==> src/ssil_pkg.sv <==
package ssil_pkg;

    ////////////////////////////////////////////////////////////////////////
    // Register byte addresses
    localparam logic [31:0] SSIL_ADDR_ENABLE = 32'h4004_0014;
    localparam logic [31:0] SSIL_ADDR_RAW = 32'h4004_0018;
    localparam logic [31:0] SSIL_ADDR_ENABLED = 32'h4004_001C;
    localparam logic [31:0] SSIL_ADDR_CLEAR = 32'h4004_0020;

    ////////////////////////////////////////////////////////////////////////
    // Field layout and reset values
    localparam int unsigned SSIL_COND_W = 4;
    localparam logic [3:0] SSIL_ENABLE_RESET = 4'h0;
    localparam logic [31:0] SSIL_READ_ZERO = 32'h0000_0000;
    localparam int unsigned SSIL_CLR_OVERRUN_BIT = 0;
    localparam int unsigned SSIL_CLR_TIMEOUT_BIT = 1;

    ////////////////////////////////////////////////////////////////////////
    // Bus encodings
    localparam logic [2:0] SSIL_HSIZE_WORD = 3'h2;
    localparam int unsigned SSIL_HTRANS_ACTIVE_BIT = 1;

    ////////////////////////////////////////////////////////////////////////
    // Sizes and timing
    localparam int unsigned SSIL_FIFO_DEPTH = 8;
    localparam int unsigned SSIL_TIMEOUT_BITS = 32;
    localparam logic [7:0] SSIL_DIV_MIN = 8'h02;

    // Interrupt conditions, overrun in bit 0
    typedef struct packed {
        logic tx_level;
        logic rx_level;
        logic rx_timeout;
        logic overrun;
    } ssil_cond_t;

    // Register write request in the data phase
    typedef struct packed {
        logic wr_en;
        logic [31:0] addr;
        logic [31:0] wdata;
    } ssil_req_t;

endpackage

==> src/ssil_timeout_timer.sv <==
// Counts bit times while the receive FIFO holds unread data
module ssil_timeout_timer import ssil_pkg::*; #(
    parameter int unsigned BITS = SSIL_TIMEOUT_BITS
) (
    input wire logic clock_in,
    input wire logic rst_n_in,
    input wire logic run_in,
    input wire logic restart_in,
    input wire logic [7:0] div_in,
    input wire logic [7:0] scr_in,
    output logic expire_out
);
    localparam int unsigned BW = $clog2(BITS + 1);

    generate
        if (BITS < 1) begin : g_bad
            $error("timeout bit count must be at least one");
        end
    endgenerate

    logic [15:0] cyc_reg; // Clocks within current bit
    logic [15:0] cyc_next;
    logic [BW-1:0] bit_reg; // Whole bit times elapsed
    logic [BW-1:0] bit_next;
    logic [7:0] div_even; // Divisor with bit 0 forced low
    logic [15:0] period; // Clocks per serial bit
    logic tick; // One-cycle bit-rate enable

    ////////////////////////////////////////////////////////////////////////
    // Bit-rate divider and bit counter
    always_comb begin
        div_even = {div_in[7:1], 1'b0};
        if (div_even < SSIL_DIV_MIN) begin
            div_even = SSIL_DIV_MIN;
        end
        period = 16'(div_even) * (16'(scr_in) + 16'h0001);
        tick = run_in && !restart_in && (bit_reg != BW'(BITS))
            && (cyc_reg == period - 16'h0001);
        expire_out = tick && (bit_reg == BW'(BITS - 1));
        cyc_next = cyc_reg;
        bit_next = bit_reg;
        if (!run_in || restart_in) begin
            // Empty or just read: start over
            cyc_next = 16'h0000;
            bit_next = '0;
        end else if (tick) begin
            cyc_next = 16'h0000;
            bit_next = bit_reg + BW'(1);
        end else if (bit_reg != BW'(BITS)) begin
            cyc_next = cyc_reg + 16'h0001;
        end
    end

    // Register the counters
    always_ff @(posedge clock_in or negedge rst_n_in) begin
        if (!rst_n_in) begin
            cyc_reg <= 16'h0000;
            bit_reg <= '0;
        end else begin
            cyc_reg <= cyc_next;
            bit_reg <= bit_next;
        end
    end
endmodule

==> src/ssil_ahb_slave.sv <==
// AHB-Lite slave front end, zero wait states, always OKAY
module ssil_ahb_slave import ssil_pkg::*; (
    input wire logic clock_in,
    input wire logic rst_n_in,
    input wire logic hsel_in,
    input wire logic [31:0] haddr_in,
    input wire logic [1:0] htrans_in,
    input wire logic hwrite_in,
    input wire logic [2:0] hsize_in,
    input wire logic [31:0] hwdata_in,
    input wire logic hready_in,
    input wire logic [31:0] rd_data_in,
    output logic [31:0] rd_addr_out,
    output ssil_req_t req_out,
    output logic [31:0] hrdata_out,
    output logic hreadyout_out,
    output logic hresp_out
);
    logic wr_reg; // Write data phase pending
    logic wr_next;
    logic [31:0] addr_reg; // Address held for data phase
    logic [31:0] addr_next;
    logic [31:0] rdata_reg; // Read data for data phase
    logic [31:0] rdata_next;
    logic take; // Valid word transfer in address phase

    ////////////////////////////////////////////////////////////////////////
    // Address phase capture
    always_comb begin
        take = hsel_in && hready_in && htrans_in[SSIL_HTRANS_ACTIVE_BIT]
            && (hsize_in == SSIL_HSIZE_WORD);
        wr_next = take && hwrite_in;
        addr_next = take ? haddr_in : addr_reg;
        rdata_next = (take && !hwrite_in) ? rd_data_in : SSIL_READ_ZERO;
    end

    // Register the phase state
    always_ff @(posedge clock_in or negedge rst_n_in) begin
        if (!rst_n_in) begin
            wr_reg <= 1'b0;
            addr_reg <= 32'h0000_0000;
            rdata_reg <= SSIL_READ_ZERO;
        end else begin
            wr_reg <= wr_next;
            addr_reg <= addr_next;
            rdata_reg <= rdata_next;
        end
    end

    // Outputs
    assign rd_addr_out = haddr_in;
    assign req_out = '{wr_en: wr_reg, addr: addr_reg, wdata: hwdata_in};
    assign hrdata_out = rdata_reg;
    assign hreadyout_out = 1'b1;
    assign hresp_out = 1'b0;

endmodule

==> src/ssil_irq_top.sv <==
////////////////////////////////////////////////////////////////////////////
//
// Local design decision: register access over AHB-Lite.
module ssil_irq_top import ssil_pkg::*; #(
    parameter int unsigned DEPTH = SSIL_FIFO_DEPTH,
    parameter int unsigned LVL_W = $clog2(DEPTH + 1)
) (
    input wire logic clock_in,
    input wire logic rst_n_in,
    input wire logic hsel_in,
    input wire logic [31:0] haddr_in,
    input wire logic [1:0] htrans_in,
    input wire logic hwrite_in,
    input wire logic [2:0] hsize_in,
    input wire logic [31:0] hwdata_in,
    input wire logic hready_in,
    output logic [31:0] hrdata_out,
    output logic hreadyout_out,
    output logic hresp_out,
    input wire logic [LVL_W-1:0] rx_count_in,
    input wire logic [LVL_W-1:0] tx_count_in,
    input wire logic frame_done_in,
    input wire logic rx_read_in,
    input wire logic [7:0] prescale_divisor_in,
    input wire logic [7:0] clock_rate_factor_in,
    output logic overwrite_last_out,
    output logic irq_out
);

    ////////////////////////////////////////////////////////////////////////
    // Parameter checks
    generate
        if (DEPTH < 2 || (DEPTH % 2) != 0) begin : g_bad_depth
            $error("FIFO depth must be even and at least two");
        end
        if (LVL_W < $clog2(DEPTH + 1)) begin : g_bad_width
            $error("level width too narrow for FIFO depth");
        end
    endgenerate

    localparam logic [LVL_W-1:0] HALF = LVL_W'(DEPTH / 2);
    localparam logic [LVL_W-1:0] FULL = LVL_W'(DEPTH);
    localparam logic [LVL_W-1:0] EMPTY = '0;

    ////////////////////////////////////////////////////////////////////////
    // Declarations

    ssil_req_t req; // Write request from the bus
    logic [31:0] rd_addr; // Address of a read being taken
    logic [31:0] rd_data; // Read value for that address

    logic [3:0] enable_reg; // Interrupt enable register
    logic [3:0] enable_next;
    logic overrun_reg; // Sticky overrun condition
    logic overrun_next;
    logic timeout_reg; // Sticky receive time-out condition
    logic timeout_next;
    logic after_reset_reg; // Low in first cycle after reset
    logic after_reset_next;

    ssil_cond_t raw; // Raw interrupt status
    ssil_cond_t enabled; // Enabled interrupt status
    logic rx_full; // Receive FIFO full
    logic rx_nonempty; // Receive FIFO holds data
    logic clr_wr; // Write to clear register
    logic clr_overrun; // Clear request for overrun
    logic clr_timeout; // Clear request for time-out
    logic overrun_event; // Frame completed into full FIFO
    logic expire; // Time-out period elapsed

    ////////////////////////////////////////////////////////////////////////
    // Bus front end
    ssil_ahb_slave u_bus (
        .clock_in(clock_in),
        .rst_n_in(rst_n_in),
        .hsel_in(hsel_in),
        .haddr_in(haddr_in),
        .htrans_in(htrans_in),
        .hwrite_in(hwrite_in),
        .hsize_in(hsize_in),
        .hwdata_in(hwdata_in),
        .hready_in(hready_in),
        .rd_data_in(rd_data),
        .rd_addr_out(rd_addr),
        .req_out(req),
        .hrdata_out(hrdata_out),
        .hreadyout_out(hreadyout_out),
        .hresp_out(hresp_out)
    );

    ////////////////////////////////////////////////////////////////////////
    // Receive time-out counter
    ssil_timeout_timer #(
        .BITS(SSIL_TIMEOUT_BITS)
    ) u_timer (
        .clock_in(clock_in),
        .rst_n_in(rst_n_in),
        .run_in(rx_nonempty),
        .restart_in(rx_read_in),
        .div_in(prescale_divisor_in),
        .scr_in(clock_rate_factor_in),
        .expire_out(expire)
    );

    ////////////////////////////////////////////////////////////////////////
    // FIFO level decode
    always_comb begin
        rx_full = (rx_count_in >= FULL);
        rx_nonempty = (rx_count_in != EMPTY);
        overrun_event = frame_done_in && rx_full;
        // Tell the receive FIFO to replace its newest entry
        overwrite_last_out = overrun_event;
    end

    ////////////////////////////////////////////////////////////////////////
    // Status assembly
    always_comb begin
        raw.overrun = overrun_reg;
        raw.rx_timeout = timeout_reg;
        // Level conditions come straight from the FIFO counts
        raw.rx_level = (rx_count_in >= HALF);
        raw.tx_level = (tx_count_in <= HALF);
        enabled = raw & ssil_cond_t'(enable_reg);
        irq_out = |enabled;
    end

    ////////////////////////////////////////////////////////////////////////
    // Register write decode
    always_comb begin
        clr_wr = req.wr_en && (req.addr == SSIL_ADDR_CLEAR);
        // Only ones clear; zeros leave conditions alone
        clr_overrun = clr_wr && req.wdata[SSIL_CLR_OVERRUN_BIT];
        clr_timeout = clr_wr && req.wdata[SSIL_CLR_TIMEOUT_BIT];
    end

    ////////////////////////////////////////////////////////////////////////
    // Next state of enables and sticky conditions
    always_comb begin
        enable_next = enable_reg;
        if (req.wr_en && (req.addr == SSIL_ADDR_ENABLE)) begin
            // Reserved upper bits are dropped
            enable_next = req.wdata[SSIL_COND_W-1:0];
        end
        // New overrun wins over a clear in the same cycle
        overrun_next = overrun_event || (overrun_reg && !clr_overrun);
        if (!rx_nonempty || rx_read_in) begin
            // Cause gone: FIFO empty or read
            timeout_next = 1'b0;
        end else begin
            // Expiry wins over a simultaneous clear
            timeout_next = expire || (timeout_reg && !clr_timeout);
        end
        after_reset_next = 1'b1;
    end

    // Register the state
    always_ff @(posedge clock_in or negedge rst_n_in) begin
        if (!rst_n_in) begin
            enable_reg <= SSIL_ENABLE_RESET;
            overrun_reg <= 1'b0;
            timeout_reg <= 1'b0;
            after_reset_reg <= 1'b0;
        end else begin
            enable_reg <= enable_next;
            overrun_reg <= overrun_next;
            timeout_reg <= timeout_next;
            after_reset_reg <= after_reset_next;
        end
    end

    ////////////////////////////////////////////////////////////////////////
    // Read multiplexer
    always_comb begin
        case (rd_addr)
            SSIL_ADDR_ENABLE: begin
                rd_data = {28'h000_0000, enable_reg};
            end
            SSIL_ADDR_RAW: begin
                rd_data = {28'h000_0000, raw};
            end
            SSIL_ADDR_ENABLED: begin
                rd_data = {28'h000_0000, enabled};
            end
            default: begin
                // Clear register and unmapped addresses read zero
                rd_data = SSIL_READ_ZERO;
            end
        endcase
    end
endmodule

==> config.mk <==
export PLATFORM = sky130hd
export DESIGN_NAME = ssil_irq_top
export DESIGN_NICKNAME = d
export VERILOG_FILES = /design/src/ssil_pkg.sv /design/src/ssil_timeout_timer.sv /design/src/ssil_ahb_slave.sv /design/src/ssil_irq_top.sv
export SDC_FILE = /design/constraint.sdc
export NUM_CORES = 1
export LEC_CHECK = 0
export BUFFER_PORTS_ARGS = -buffer_cell sky130_fd_sc_hd__buf_2
export CAP_MARGIN = 40
export CORE_AREA = 2 2 148 150
export DETAILED_ROUTE_END_ITERATION = 6
export DIE_AREA = 0 0 150 152
export PLACE_DENSITY = 0.51
export SLEW_MARGIN = 30
export SYNTH_ARGS = -nofsm -noshare
export SYNTH_HDL_FRONTEND = slang
export SYNTH_SLANG_ARGS = --single-unit
==> constraint.sdc <==
create_clock -name clock_in -period 2.33 [get_ports clock_in]
set_input_delay 0.1165 -clock clock_in [delete_from_list [all_inputs] [get_ports clock_in]]
set_output_delay 0.1165 -clock clock_in [all_outputs]
set_load 0.005 [all_outputs]
==> results.cfg <==
[die]
rows = 54
start_util_pct = 29.2
die_w_um = 150
die_h_um = 152
core_area_sq_um = 21400
die_area_sq_um = 22800
top_level_ports = 136

[global_route]
overflow = 0
grt_pass1_wl_mm = 25.9
track_usage_pct = 14.1
grt_max_degree = 34
antenna_found_initial = 0
grt_pass1_vias = 5253

[route]
routedWlPerCell_um = 13.8
totalWireLength_mm = 15.5
firstDrtPassIters = 4
drt_iter0_markers = 180
vias = 5181
drc = 0
vias_per_cell = 4.61
ant_nets = 0

[yosys]
synth.most_common_cell = dfrtp_1
ys_ff_latch = 65
ys_warn_count = 0
synth_edf_count = 0
ys_seq_area_share_pct = 26.1
synth_flop_cell = dfrtp_1
synth_cell_types = 74
synth_common_cells = dfrtp_1, nand2_1, inv_1
synthCells = 655
synth_area_leaders = dfrtp_1, fa_1, ha_1, mux2_2, nand2_1
syn_area_per_cell_sq_um = 9.51
async_reset_ff_share_pct = 100
synth_top_area_share_pct = 26.1
synth_top_cell_by_area = dfrtp_1
synth_area_sq_um = 6230

[layout]
final_cells = 1125
num-nets-final = 1024
layout-drive-gt1-share_pct = 38.5
n_antenna_cell = 0
syn_to_final_growth_pct = 36.4
largest_reg_flops = 32

[pwr]
p_leak_nw = 3.92
clkPwrFrac_pct = 14.2
seq_power_share_pct = 12.9
vdd_drop_max_mv = 0.525
p_comb_share_pct = 73.0
switching_share_pct = 41.9
power.switching_mw = 4.25
intPower_mw = 5.90
power.density_nw_per_um2 = 1190

[timing]
finalHoldViolCount = 0
clock_skew_ps = 5.24
tns_ps = -59210
setup_viol = 23
finalWorstSetupSlack_ps = -2670
max_freq_ghz = 0.200
period_share_pct = 214
worstMarginPinSlew_ps = 672
slew_violations = 0
relSlewSlack_pct = 55.2
timing.final.crit_period_ps = 5000
grt_setup_unrepaired = yes

[critical_path]
path_cells = buf_8, ha_4, nand4_1, nor2_2, xor2_2, buf_4, nand2_2, fa_1, fa_2, fa_1, fa_1, inv_2, ha_4, o21ai_2, and4b_1, or3_4, a2111oi_4, and4_4, nand3_4, o21ai_4, clkbuf_16, nor2_4
slowest_stage = fa_1
criticalPathCategory = input port to flip-flop
cp_common_cell = fa_1
crit_fanout = 8
path_buf_inv = 4
crit_required_ps = 2540
r2r_start = u_timer.cyc_reg[12]
arrival_ps = 5210
cp_top_family = adder cells
slowest_delay_ps = 570
end_kind = flip-flop
startpoint = clock_rate_factor_in[0]
start_kind = input port

[clock_network]
cts.reportedPaths.clkPinSlew_ps = 50
cts-root-buf = clkbuf_16
numClockSinks = 65
numCtsBuffers = 9
clk_latency_ps = 330
htreeDepth = 3
cts_tree = done
clk_path_buf_depth = 2

[placed_design]
gp_congestion = 0.839
dp_hpwl_mm = 12.2
dpl.cell_count = 1086
port_buffers = 75

[run_status]
violations = setup timing
outcome = finished, violations left

[run]
maxCapViolCount = 0

[worst_hold_path]
hp-start = hwrite_in
min-delay-path-class = input port to flip-flop
==> worst min-delay path, delay by kind of cell <==
family | cells | cell delay (ps)
AND/OR/NAND/NOR | 1 | 30
buffers and inverters | 2 | 150
==> stage by stage <==
step | power (mW) | instance area, sq um | setup WS (ps) | util, % | hold slack (ps)
2_1_floorplan | 5.31 | 6540 | -2650 | - | -179
3_3_place_gp | 7.21 | 7660 | -3170 | 35.9 | 190
3_5_place_dp | 7.22 | 7660 | -3200 | 35.9 | 196
4_1_cts | 9.54 | 8310 | -2620 | 38.9 | 4.96
5_1_grt | 10.9 | 8500 | -2940 | 39.8 | 18.9
6_report | 10.1 | 8500 | -2670 | 39.8 | 11.6
==> final cells by class <==
type | instances | area [sq um]
clock buffers | 10 | 229
clock inverters | 6 | 90.1
fillers | 2133 | 12900
inverters | 61 | 229
multi-input cells | 508 | 4620
flip-flops and latches | 65 | 1630
well taps | 280 | 350
repair buffers | 195 | 1360
==> cells by family (layout without fill, tap and decap cells) <==
family	count (synthesis)	count (layout)	synth area share, %
AOI/OAI and AO/OA	92	92	11.1
xor gates and xnor gates	39	39	5.60
adders and majority gates	84	84	21.6
buffers and inverters	110	272	8.88
DFF	65	65	26.1
muxes	38	38	6.77
other	2	30	0.121
and+or+nand+nor	225	225	19.9
==> per-layer routing <==
| layer | vias up | global-route usage, % | wire length [um] | part of all wire, % |
|---|---|---|---|---|
| met1 | 2468 | 19.7 | 7490 | 48 |
| li1 | 2569 | - | - | - |
| met3 | 29 | 1.71 | 482 | 3.1 |
| met5 | - | 0 | 0 | 0 |
| met2 | 115 | 22.4 | 7200 | 46 |
| met4 | 0 | 4.99 | 327 | 2.1 |
==> worst paths after layout <==
check	endpoint	slack, ps	depth (start not counted)
worst min-delay path	u_bus.wr_reg	10	3
worst max-delay path	u_timer.cyc_reg[3]	-2670	22
worst max register to register	u_timer.bit_reg[1]	-200	7
worst min register to register	u_bus.addr_reg[16]	510	1
min in group asynchronous	u_bus.addr_reg[8]	370	2
max in group asynchronous	u_bus.addr_reg[0]	1180	3
==> placed cells by master, fill, tap and decap left out, drive strengths merged, types with 9 or more instances in the layout <==
master	instances
buf	191
dfrtp	65
nand2	64
inv	63
ha	45
nor2	41
fa	39
mux2	33
conb	30
xnor2	24
nor3	19
nand3	18
a21oi	18
xor2	15
nor4	14
and2	13
o21ai	12
nand2b	11
clkbuf	11
nand4	10
a21o	10
nor2b	9
==> timing repair <==
action,in CTS,in global routing
hold buffers,3,0
setup endpoints to repair,23,23
resized for setup,45,25
hold endpoints to repair,28,0
cloned,0,1
setup buffers,11,8
pin swaps,40,9
==> power groups by stage <==
stage	Sequential (mW)	Combinational, mW	Clock (mW)
after floorplan	1.30	4.01	0
after global placement	1.32	5.89	0
after detailed placement	1.32	5.89	0
after CTS	1.30	6.75	1.48
after global routing	1.32	8.09	1.54
final	1.31	7.41	1.44
No activity file was read; power rests on OpenSTA's default activity.
